===== src/ouvfr_pkg.sv =====
package ouvfr_pkg;
  // channel count and byte layout of the response configuration
  localparam int OUVFR_NCH = 2;
  localparam int OUVFR_MODE_HI = 7;
  localparam int OUVFR_MODE_LO = 6;
  localparam int OUVFR_RETRY_HI = 5;
  localparam int OUVFR_RETRY_LO = 3;
  localparam int OUVFR_DLY_HI = 2;
  localparam int OUVFR_DLY_LO = 0;
  localparam logic [7:0] OUVFR_CFG_RESET = 8'hB8;
  // response modes and retry code
  localparam logic [1:0] OUVFR_MODE_IGNORE = 2'h0;
  localparam logic [1:0] OUVFR_MODE_DEGLITCH = 2'h1;
  localparam logic [1:0] OUVFR_MODE_SHUTDOWN = 2'h2;
  localparam logic [1:0] OUVFR_MODE_BAD = 2'h3;
  localparam logic [2:0] OUVFR_RETRY_ALWAYS = 3'h7;
  // timing: 10 us delay unit at a 40 ns clock
  localparam int OUVFR_CLK_NS = 40;
  localparam int OUVFR_DLY_UNIT_NS = 10000;
  localparam int OUVFR_UNIT_CYC = OUVFR_DLY_UNIT_NS / OUVFR_CLK_NS;
  localparam logic [15:0] OUVFR_RETRY_RESET = 16'h0064;
  // channel state, gray coded
  typedef enum logic [1:0] {
    OUVFR_ST_RUN = 2'b00,
    OUVFR_ST_DELAY = 2'b01,
    OUVFR_ST_OFF = 2'b11,
    OUVFR_ST_WAIT = 2'b10
  } ouvfr_state_e;
endpackage : ouvfr_pkg


===== src/ouvfr_tick.sv =====
`timescale 1ns/1ps
// one-cycle pulse every 10 us
module ouvfr_tick
  import ouvfr_pkg::*;
#(
  parameter int UNIT_CYC = OUVFR_UNIT_CYC
) (
  // clock and reset
  input wire logic sys_clk,
  input wire logic sys_rst,
  // unit pulse
  output logic tick
);
  logic [15:0] cnt_q;
  wire wrap = (cnt_q == 16'(UNIT_CYC - 1));

  // free-running divider
  always_ff @(posedge sys_clk) begin
    if (sys_rst) begin
      cnt_q <= 16'h0000;
      tick <= 1'b0;
    end else begin
      cnt_q <= wrap ? 16'h0000 : cnt_q + 16'h0001;
      tick <= wrap;
    end
  end
endmodule : ouvfr_tick


===== src/ouvfr_core.sv =====
// Functional notes
// an undervoltage fault sets the channel's word-level output bit and undervoltage fault bit.
// every detected fault raises the alert output unless that fault's mask bit is set.
// undervoltage detection stays masked until timeout, delay, rise, level and no-overcurrent hold.
// undervoltage detection is masked while the channel is inactive.
// undervoltage detection is masked during ramp-up and ramp-down.
// response 00 keeps the output running and only records the fault.
// response 01 waits the programmed delay and applies the retry setting if the fault persists.
// response 10 disables the output at once and then applies the retry setting.
// writing response 11 is refused and raises a communication/memory/logic fault.
// retry codes 000 to 110 keep the output off until cleared or cycled off.
// retry code 111 restarts forever, spaced by the retry interval setting.
// bits 2:0 give the deglitch delay in 10 us units.
// status bits stay set until clear-faults, an off-then-on command, or reset.
// a turn-on timeout sets none-of-the-above, word output and timeout bits and alerts.
// a turn-on timeout limit of zero disables the timeout response.
// each channel holds its own configuration, counters, state and status, selected by page.
`timescale 1ns/1ps
module ouvfr_core
  import ouvfr_pkg::*;
#(
  parameter int NCH = OUVFR_NCH,
  parameter int UNIT_CYC = OUVFR_UNIT_CYC
) (
  // clock and reset
  input wire logic sys_clk,
  input wire logic sys_rst,
  // command port: paged configuration access
  input wire logic [$clog2(NCH)-1:0] page,
  input wire logic cfg_wr,
  input wire logic [7:0] cfg_wdata,
  output logic [7:0] cfg_rdata,
  input wire logic clear_faults,
  input wire logic [15:0] retry_interval_setting,
  input wire logic [NCH-1:0] ton_max_zero,
  // alert masks per channel
  input wire logic [NCH-1:0] uv_alert_mask,
  input wire logic [NCH-1:0] ton_alert_mask,
  // channel condition inputs
  input wire logic [NCH-1:0] channel_run_pin,
  input wire logic [NCH-1:0] operation_on,
  input wire logic [NCH-1:0] ton_max_reached,
  input wire logic [NCH-1:0] ton_delay_done,
  input wire logic [NCH-1:0] ton_rise_done,
  input wire logic [NCH-1:0] toff_fall_active,
  input wire logic [NCH-1:0] above_uv_limit,
  input wire logic [NCH-1:0] oc_present,
  input wire logic [NCH-1:0] uv_raw,
  input wire logic [NCH-1:0] ton_timeout,
  // status and control outputs
  output logic [NCH-1:0] output_enable,
  output logic [NCH-1:0] status_vout_uv,
  output logic [NCH-1:0] status_vout_ton,
  output logic [NCH-1:0] status_word_vout,
  output logic [NCH-1:0] status_byte_nota,
  output logic cml_fault,
  output logic alert_n
);
  logic tick;
  logic [NCH-1:0] alert_req;

  ouvfr_tick #(.UNIT_CYC(UNIT_CYC)) u_tick (
    .sys_clk(sys_clk),
    .sys_rst(sys_rst),
    .tick(tick)
  );

  // refuse unsupported response code
  // unsupported code
  wire bad_wr = cfg_wr && (cfg_wdata[OUVFR_MODE_HI:OUVFR_MODE_LO] == OUVFR_MODE_BAD);

  // cml flag
  always_ff @(posedge sys_clk) begin
    if (sys_rst) begin
      cml_fault <= 1'b0;
    end else if (bad_wr) begin
      cml_fault <= 1'b1;
    end else if (clear_faults) begin
      cml_fault <= 1'b0;
    end
  end

  // alert output
  always_ff @(posedge sys_clk) begin
    if (sys_rst) begin
      alert_n <= 1'b1;
    end else begin
      alert_n <= ~(|alert_req | (bad_wr | cml_fault));
    end
  end

  logic [7:0] cfg_all [NCH];
  wire [7:0] cfg_sel = cfg_all[page];

  // registered read-back of the selected channel
  always_ff @(posedge sys_clk) begin
    if (sys_rst) begin
      cfg_rdata <= OUVFR_CFG_RESET;
    end else begin
      cfg_rdata <= cfg_sel;
    end
  end

  // per-channel state
  genvar g;
  generate
    for (g = 0; g < NCH; g++) begin : g_ch
      logic [7:0] cfg_q;
      ouvfr_state_e st_q;
      logic [15:0] cnt_q;
      logic on_q;
      logic uv_q, ton_q, armed_q;
      logic word_q;
      wire on_now = channel_run_pin[g] & operation_on[g];
      wire sel = (page == ($clog2(NCH))'(g));
      wire [1:0] mode = cfg_q[OUVFR_MODE_HI:OUVFR_MODE_LO];
      wire [2:0] retry = cfg_q[OUVFR_RETRY_HI:OUVFR_RETRY_LO];
      wire [2:0] dly = cfg_q[OUVFR_DLY_HI:OUVFR_DLY_LO];
      // off-then-on clears
      wire cycle_on = on_now & ~on_q;
      wire clr = clear_faults | cycle_on;
      // unmask criteria
      wire ready = ton_max_reached[g] & ton_delay_done[g] & ton_rise_done[g]
                   & above_uv_limit[g] & ~oc_present[g];
      // masked when inactive or ramping
      wire uv_det = uv_raw[g] & armed_q & on_now & ~toff_fall_active[g]
                    & ton_rise_done[g] & (st_q != OUVFR_ST_OFF) & (st_q != OUVFR_ST_WAIT);
      // timeout disabled by zero
      wire ton_det = ton_timeout[g] & ~ton_max_zero[g] & on_now;
      wire retry_all = (retry == OUVFR_RETRY_ALWAYS);
      // next sticky values, set wins over clear
      wire uv_d = uv_det | (uv_q & ~clr);
      wire ton_d = ton_det | (ton_q & ~clr);

      assign cfg_all[g] = cfg_q;
      assign alert_req[g] = (uv_q & ~uv_alert_mask[g]) | (ton_q & ~ton_alert_mask[g]);

      // configuration register, bad code ignored
      always_ff @(posedge sys_clk) begin
        if (sys_rst) begin
          cfg_q <= OUVFR_CFG_RESET;
        end else if (cfg_wr && sel && !bad_wr) begin
          cfg_q <= cfg_wdata;
        end
      end

      // arming latches once the unmask criteria hold, until the channel goes inactive or ramps down
      always_ff @(posedge sys_clk) begin
        if (sys_rst) begin
          armed_q <= 1'b0;
          on_q <= 1'b0;
        end else begin
          on_q <= on_now;
          armed_q <= on_now & (armed_q | ready) & ~toff_fall_active[g];
        end
      end

      // sticky status, set wins over clear
      always_ff @(posedge sys_clk) begin
        if (sys_rst) begin
          uv_q <= 1'b0;
          ton_q <= 1'b0;
          word_q <= 1'b0;
        end else begin
          // uv status
          uv_q <= uv_d;
          // timeout status
          ton_q <= ton_d;
          word_q <= uv_d | ton_d;
        end
      end

      assign status_vout_uv[g] = uv_q;
      assign status_vout_ton[g] = ton_q;
      assign status_word_vout[g] = word_q;
      assign status_byte_nota[g] = ton_q;

      // response state machine
      always_ff @(posedge sys_clk) begin
        if (sys_rst) begin
          st_q <= OUVFR_ST_RUN;
          cnt_q <= 16'h0000;
          output_enable[g] <= 1'b0;
        end else if (!on_now) begin
          st_q <= OUVFR_ST_RUN;
          cnt_q <= 16'h0000;
          output_enable[g] <= 1'b0;
        end else begin
          case (st_q)
            OUVFR_ST_RUN: begin
              output_enable[g] <= 1'b1;
              if (ton_det) begin
                st_q <= OUVFR_ST_OFF;
                output_enable[g] <= 1'b0;
              end else if (uv_det && mode == OUVFR_MODE_DEGLITCH) begin
                // start delay
                st_q <= OUVFR_ST_DELAY;
                cnt_q <= 16'(dly);
              end else if (uv_det && mode == OUVFR_MODE_SHUTDOWN) begin
                // immediate off
                st_q <= retry_all ? OUVFR_ST_WAIT : OUVFR_ST_OFF;
                cnt_q <= retry_interval_setting;
                output_enable[g] <= 1'b0;
              end
              // mode 00 keeps running
            end
            OUVFR_ST_DELAY: begin
              if (!uv_det) begin
                st_q <= OUVFR_ST_RUN;
              end else if (cnt_q == 16'h0000) begin
                st_q <= retry_all ? OUVFR_ST_WAIT : OUVFR_ST_OFF;
                cnt_q <= retry_interval_setting;
                output_enable[g] <= 1'b0;
              end else if (tick) begin
                // R12 10 us units
                cnt_q <= cnt_q - 16'h0001;
              end
            end
            OUVFR_ST_OFF: begin
              // stay off until cleared
              output_enable[g] <= 1'b0;
              if (clear_faults) begin
                st_q <= OUVFR_ST_RUN;
              end
            end
            default: begin
              // retry after interval
              output_enable[g] <= 1'b0;
              if (cnt_q == 16'h0000) begin
                st_q <= OUVFR_ST_RUN;
              end else if (tick) begin
                cnt_q <= cnt_q - 16'h0001;
              end
            end
          endcase
        end
      end
    end
  endgenerate
endmodule : ouvfr_core


===== config.mk =====
export PLATFORM = sky130hd
export DESIGN_NAME = ouvfr_core
export DESIGN_NICKNAME = d
export VERILOG_FILES = /design/src/ouvfr_pkg.sv /design/src/ouvfr_tick.sv /design/src/ouvfr_core.sv
export SDC_FILE = /design/constraint.sdc
export NUM_CORES = 1
export LEC_CHECK = 0
export BUFFER_PORTS_ARGS = -buffer_cell sky130_fd_sc_hd__clkbuf_2
export CAP_MARGIN = 20
export CORE_MARGIN = 2
export CORE_UTILIZATION = 58
export CTS_CLUSTER_SIZE = 20
export DETAILED_ROUTE_END_ITERATION = 6
export MAX_ROUTING_LAYER = met4
export PLACE_DENSITY = 0.9
export SKIP_CTS_REPAIR_TIMING = 1
export SLEW_MARGIN = 20
export SYNTH_ARGS = -nofsm -noshare
export SYNTH_HDL_FRONTEND = slang
export SYNTH_SLANG_ARGS = --single-unit

===== constraint.sdc =====
create_clock -name sys_clk -period 2.7 [get_ports sys_clk]
set_clock_uncertainty 0.05 [all_clocks]
set_input_delay 0.135 -clock sys_clk [delete_from_list [all_inputs] [get_ports sys_clk]]
set_output_delay 0.135 -clock sys_clk [all_outputs]
set_load 0.03 [all_outputs]

==> metrics.md, run 1 <==
| Metric | Value |
|---|---|
| P&R area growth vs syn | 14.6% |
| Met3 wire len | 1330 um |
| Initial core utilization | 59.5% |
| DR vias/cell | 6.54 |
| Max Clock Freq | 407 MHz |
| Residual DRC | 9 |
| Row count | 34 |
| Number of global-route vias before repair | 4957 |
| Vias after detailed routing | 5282 |
| Antenna Diode Count | 0 |
| Setup crit start | g_ch[1].cnt_q[0]$_SDFFE_PP0P_ |
| Sequential area share after synthesis | 35.3% |
| Critical-path cell with the highest stage delay | or4b_4 |
| Slowest stage delay, CP | 500 ps |
| Boundary Pins | 75 |
| Die W | 98.4 um |
| CP Cell Sequence | inv_1, ha_1, or4b_4, or3_4, o21ai_4, a22oi_1, o32ai_1 |
| Crit-path max FO | 14 |
| Asr flop ratio synth | 0% |
| Cells after Synth | 627 |
| Hold crit path type | input port to register |
| Status | finished, violations left |
| Avg WL per Cell | 18.3 um |
| TritonCTS clock tree | done |
| RSZ-0062 raised after global routing | false |
| Skew-Pair Late Insertion Delay | 370 ps |
| Top Layer Used | met4 |
| CP endpoint kind | register |
| WP data required | 2930 ps |
| Setup TNS | 0 ps |
| GRT overflow | 0 |
| Core box area | 8680 um^2 |
| Max-cap violations | 0 |
| Reg2Reg Setup Slack | 240 ps |
| Tcrit/Tclk final | 91.0% |
| Peak supply drop | 0.294 mV |
| Routed Antenna Nets | 0 |
| Sequential share of power | 49.7% |
| CP delay by family, top | simple AND/OR/NAND/NOR gates |
| Comb power frac | 8.8% |
| Fin util | 68.2% |
| Pin count of the biggest net entering global routing | 32 |
| Synth warn | 0 |
| Number of flops mapped to enable cells by yosys | 0 |
| DR WL met2 | 7180 um |
| 1st-iter DRT viols | 390 |
| First-pass GRT wire length | 23800 um |
| CTS max path bufs | 2 |
| Worst-path clk slew | 100 ps |
| Layout cells sized above 1 | 19.0% |
| Initial antenna violation count | 0 |
| H-Tree Level Count | 3 |
| Worst Path Buf+Inv | 1 |
| Distinct cells, synth | 79 |
| Hold Fails Final Rpt | 2 |
| Final Wtd Congestion | 0.976 |
| Syn nets | 688 |
| Die height | 98.4 um |
| Top_reg_cell synth | dfxtp_1 |
| Mapped Area | 5160 um^2 |
| Failing checks | DRC, hold timing |
| PD cells | 474 nW/um^2 |
| WL met1 | 5890 um |
| RR Startpoint | g_ch[1].cnt_q[0]$_SDFFE_PP0P_ |
| Leakage power | 2.37 nW |
| Drt pass-1 iters | 7 |
| Hold Path Origin | cfg_wdata[2] |
| Sw Pwr | 0.704 mW |
| Syn_area_per_cell | 8.24 um^2 |
| Seq cells post-synth | 91 |
| Total track usage | 31.1% |
| Hold_ws | -7.76 ps |
| Int Power | 2.10 mW |
| Clk sinks | 91 |
| Rel. slew slack | 33.3% |
| Filler cell count in the final layout | 682 |
| Worst slew pin tran | 996 ps |
| Clock Root Buffer | clkbuf_8 |
| Final setup vio count | 0 |
| Port bufs | 74 |
| TritonCTS buffer count | 9 |
| Die Area | 9680 um^2 |
| Net count reported at finish | 756 |
| Critical Path Start Type | register |
| Reg area | 1820 um^2 |
| Dpl hpwl | 10500 um |
| Sw Ratio | 25.1% |
| Arr. time, crit path | 2680 ps |
| Multi-input logic area | 3040 um^2 |
| Fin. max-slew vios | 0 |
| Final WL | 14800 um |
| Tmin final | 2460 ps |
| Setup CP Type | register to register |
| Clock Power Share | 41.6% |
-- flip-flops by register name (all words and copies together), names as in the netlist, 2 cells and up --
name,count
g_ch.uv_q,2
g_ch.ton_q,2
u_tick.cnt_q,16
output_enable,2
g_ch.armed_q,2
g_ch.cfg_q,16
g_ch.st_q,4
cfg_rdata,8
g_ch.cnt_q,32
g_ch.on_q,2
g_ch.word_q,2
-- placed cells by master (no fill, tap or decap), types with 9 or more instances in the layout --
| master | instances |
|---|---|
| o22ai_1 | 21 |
| clkbuf_2 | 74 |
| nand2_1 | 71 |
| xnor2_1 | 12 |
| a22oi_1 | 13 |
| nor2b_1 | 16 |
| buf_4 | 19 |
| a221oi_1 | 10 |
| xor2_1 | 11 |
| nor2_1 | 60 |
| nand3_1 | 20 |
| nor3_1 | 19 |
| clkbuf_8 | 9 |
| inv_1 | 18 |
| and3_1 | 10 |
| dfxtp_1 | 91 |
| a21oi_1 | 34 |
| dlygate4sd3_1 | 9 |
-- worst min-delay path, delay by kind of cell --
family / cells / cell delay (ps)
buffers and inverters: 1 / 100
and+or+nand+nor: 1 / 80
AOI/OAI and AO/OA: 1 / 60
-- metrics by stage --
stage	cells	power (mW)	hold WS, ps	setup slack (ps)	instance area [um^2]
6_report	808	2.80	-7.76	242	5920
5_1_grt	808	2.88	2.31	141	5920
4_1_cts	799	2.79	-123	268	5830
3_5_place_dp	783	1.65	270	281	5580
3_3_place_gp	783	1.64	269	337	5580
2_1_floorplan	627	1.56	164	596	5160
-- kinds of logic (layout without fill, tap and decap cells) --
kind of cell	Yosys count	count (layout)	synth area share [%]
compound gates	161	161	23.0
xor+xnor	23	23	3.90
fa+ha+maj	6	6	1.45
buf+inv	65	138	5.96
flops	91	91	35.3
mux	8	8	1.55
simple gates	273	273	28.9
-- worst paths after layout --
kind / cells past startpoint / to
worst min register to register: 1 / u_tick.cnt_q[0]$_SDFF_PP0_
worst max-delay path: 7 / g_ch[1].cnt_q[0]$_SDFFE_PP0P_
worst max register to register: 7 / g_ch[1].cnt_q[0]$_SDFFE_PP0P_
worst min-delay path: 3 / g_ch[1].cfg_q[2]$_SDFFE_PP0P_
-- power by group through the flow --
stage / Combinational [mW] / Clock (mW) / Sequential, mW
4_1_cts: 0.230 / 1.16 / 1.39
2_1_floorplan: 0.125 / 0 / 1.43
3_5_place_dp: 0.226 / 0 / 1.42
3_3_place_gp: 0.219 / 0 / 1.42
6_report: 0.245 / 1.17 / 1.39
5_1_grt: 0.262 / 1.23 / 1.40
-- metal layers --
| layer | vias to the layer above | track usage, % |
|---|---|---|
| met5 | - | - |
| met3 | 38 | 5.44 |
| met4 | 0 | 10.5 |
| met2 | 298 | 52.0 |
| met1 | 2489 | 38.0 |
| li1 | 2457 | - |
-- area by class of cell --
cell class                 count  area share, %
multi-input combinational    471           51.3
clock buffer                  10           2.16
sequential                    91           30.8
inverter                      20           1.27
timing repair buffer         102           10.2
clock inverter                 6           2.01
tap                          108           2.28
-- synth_stat cells, types with 7 or more instances --
cell | n | area (um^2)
nor2_1 | 60 | 225
xnor2_1 | 12 | 105
nand2_1 | 71 | 267
nand3_1 | 20 | 100
nand4_1 | 8 | 50.1
xor2_1 | 11 | 96.3
a211o_1 | 8 | 70.1
a32o_1 | 7 | 70.1
dfxtp_1 | 91 | 1820
nor2b_1 | 16 | 100
inv_1 | 18 | 67.6
mux2i_1 | 8 | 80.1
and3_1 | 10 | 62.6
buf_4 | 9 | 67.6
a221oi_1 | 10 | 87.6
a22oi_1 | 13 | 97.6
clkbuf_1 | 24 | 90.1
o22ai_1 | 21 | 131
a21oi_1 | 34 | 170
nor4_1 | 8 | 50.1
nor3_1 | 19 | 95.1
Power figures use the tool's default switching activity.
==> run 2, diff against run 1 <==
Settings changed: PLACE_DENSITY 0.9 to 0.86, SKIP_LAST_GASP set to 1.
==> metrics.md, run 2 (synthesized netlist as in run 1, its figures left out) <==
| Metric | Value |
|---|---|
| First-pass GRT wire length | 22700 um |
| Reg2Reg Setup Slack | 200 ps |
| Int Power | 1.84 mW |
| Critical-path cell with the highest stage delay | or4b_4 |
| Slowest stage delay, CP | 500 ps |
| RR Startpoint | g_ch[1].cnt_q[0]$_SDFFE_PP0P_ |
| Setup CP Type | register to register |
| Port bufs | 74 |
| Core box area | 8680 um^2 |
| Hold Fails Final Rpt | 2 |
| Die height | 98.4 um |
| Failing checks | DRC, hold timing |
| Worst slew pin tran | 794 ps |
| Sequential share of power | 54.4% |
| WP data required | 2920 ps |
| Tmin final | 2500 ps |
| RSZ-0062 raised after global routing | false |
| Most frequent cells in the layout | 91 x dfxtp_1, 74 x clkbuf_2, 71 x nand2_1 |
| Row count | 34 |
| Clk sinks | 91 |
| Commonest non-fill, non-tap cell in the layout | dfxtp_1 |
| CP delay by family, top | simple AND/OR/NAND/NOR gates |
| GRT overflow | 0 |
| Comb power frac | 9.5% |
| Max reg flops | 32 |
| Sw Ratio | 28.1% |
| GR Layer Usage met3 | 3.29% |
| Multi-input logic area | 3040 um^2 |
| Tcrit/Tclk final | 92.7% |
| Final setup vio count | 0 |
| Fin util | 67.8% |
| Setup TNS | 0 ps |
| Number of global-route vias before repair | 4924 |
| Total track usage | 29.2% |
| Residual DRC | 10 |
| Reg area | 1820 um^2 |
| Max-cap violations | 0 |
| Leakage power | 2.36 nW |
| Critical Path End | g_ch[1].cnt_q[0]$_SDFFE_PP0P_ |
| DR vias/cell | 6.43 |
| Met1 Resource Use GR | 35.6% |
| TritonCTS clock tree | done |
| Grt peak-use layer | met2 |
| Largest registers | g_ch.cnt_q (32), g_ch.cfg_q (16), u_tick.cnt_q (16) |
| Peak supply drop | 0.294 mV |
| Largest register by flop count | g_ch.cnt_q |
| Reg2Reg Depth | 7 |
| CP Cell Sequence | inv_1, ha_1, or4b_4, or3_4, o21ai_4, a22oi_1, o32ai_1 |
| Routed Antenna Nets | 0 |
| Boundary Pins | 75 |
| Vias after detailed routing | 5213 |
| Die W | 98.4 um |
| Crit-path max FO | 14 |
| Antenna Diode Count | 0 |
| Net count reported at finish | 759 |
| Dpl hpwl | 10200 um |
| Rel. slew slack | 46.9% |
| Status | finished, violations left |
| Hold_ws | -7.87 ps |
| Avg WL per Cell | 17.5 um |
| Die Area | 9680 um^2 |
| Final instance area | 5890 um^2 |
| Clock Root Buffer | clkbuf_8 |
| Max Clock Freq | 400 MHz |
| Initial core utilization | 59.5% |
| Final WL | 14200 um |
| Drt pass-1 iters | 7 |
| GR Util met2 | 49.3% |
| RR Endpoint | g_ch[1].cnt_q[0]$_SDFFE_PP0P_ |
| Arr. time, crit path | 2720 ps |
| Critical Path Start Type | register |
| H-Tree Level Count | 3 |
| Sw Pwr | 0.718 mW |
| PD cells | 434 nW/um^2 |
| Clock Power Share | 36.0% |
| Initial antenna violation count | 0 |
| Worst-path clk slew | 100 ps |
| Pin count of the biggest net entering global routing | 33 |
| Layout cells sized above 1 | 19.2% |
| Final Wtd Congestion | 0.953 |
| CTS max path bufs | 2 |
| P&R area growth vs syn | 14.0% |
| Skew-Pair Late Insertion Delay | 370 ps |
| TritonCTS buffer count | 9 |
| Fin. max-slew vios | 0 |
| Filler cell count in the final layout | 683 |
| Worst Path Buf+Inv | 1 |
| Setup crit start | g_ch[1].cnt_q[0]$_SDFFE_PP0P_ |
| Stages on worst setup path | 7 |
| Placed Area | 5590 um^2 |
| CP endpoint kind | register |
| 1st-iter DRT viols | 363 |
| Hold crit path type | input port to register |
-- run 2: worst min-delay path by stage --
stage,depth (start not counted),slack [ps],endpoint,start
finish,4,-8,g_ch[1].armed_q$_SDFF_PP0_,oc_present[1]
floorplan,1,160,g_ch[0].armed_q$_SDFF_PP0_,toff_fall_active[0]
global placement,2,270,g_ch[1].armed_q$_SDFF_PP0_,toff_fall_active[1]
global route,4,5,g_ch[1].armed_q$_SDFF_PP0_,oc_present[1]
detailed placement,2,280,g_ch[1].armed_q$_SDFF_PP0_,toff_fall_active[1]
CTS,2,-120,g_ch[1].armed_q$_SDFF_PP0_,toff_fall_active[1]
-- run 2: area by class of cell --
class | count | area share (%)
timing repair buffer | 105 | 10.7
multi-input combinational | 471 | 51.6
clock buffer | 9 | 2.10
tap | 108 | 2.30
sequential | 91 | 30.9
inverter | 20 | 1.28
clock inverter | 7 | 1.11
-- run 2: per-layer routing --
| metal | wire length (um) | vias up |
|---|---|---|
| met2 | 6940 | 265 |
| li1 | - | 2467 |
| met4 | 312 | 0 |
| met3 | 1110 | 38 |
| met1 | 5800 | 2443 |
| met5 | 0 | - |
-- run 2: stage by stage --
step	std cells	total power, mW	setup WS [ps]
detailed placement	784	1.65	260
floorplan	627	1.56	596
CTS	800	2.55	235
global placement	784	1.64	332
global route	811	2.65	90.7
finish	811	2.56	197
-- run 2: power groups by stage --
stage | clock, mW | combinational [mW] | sequential [mW]
after floorplan | 0 | 0.125 | 1.43
after global placement | 0 | 0.221 | 1.42
after detailed placement | 0 | 0.227 | 1.42
after CTS | 0.931 | 0.229 | 1.39
after global routing | 0.984 | 0.265 | 1.40
final | 0.920 | 0.244 | 1.39
-- run 2: worst register-to-register path: stages, from the launching register on --
cell and delay (ps):
dfxtp_1 330, inv_1 100, ha_1 180, or4b_4 500, or3_4 390, o21ai_4 430, a22oi_1 170, o32ai_1 260
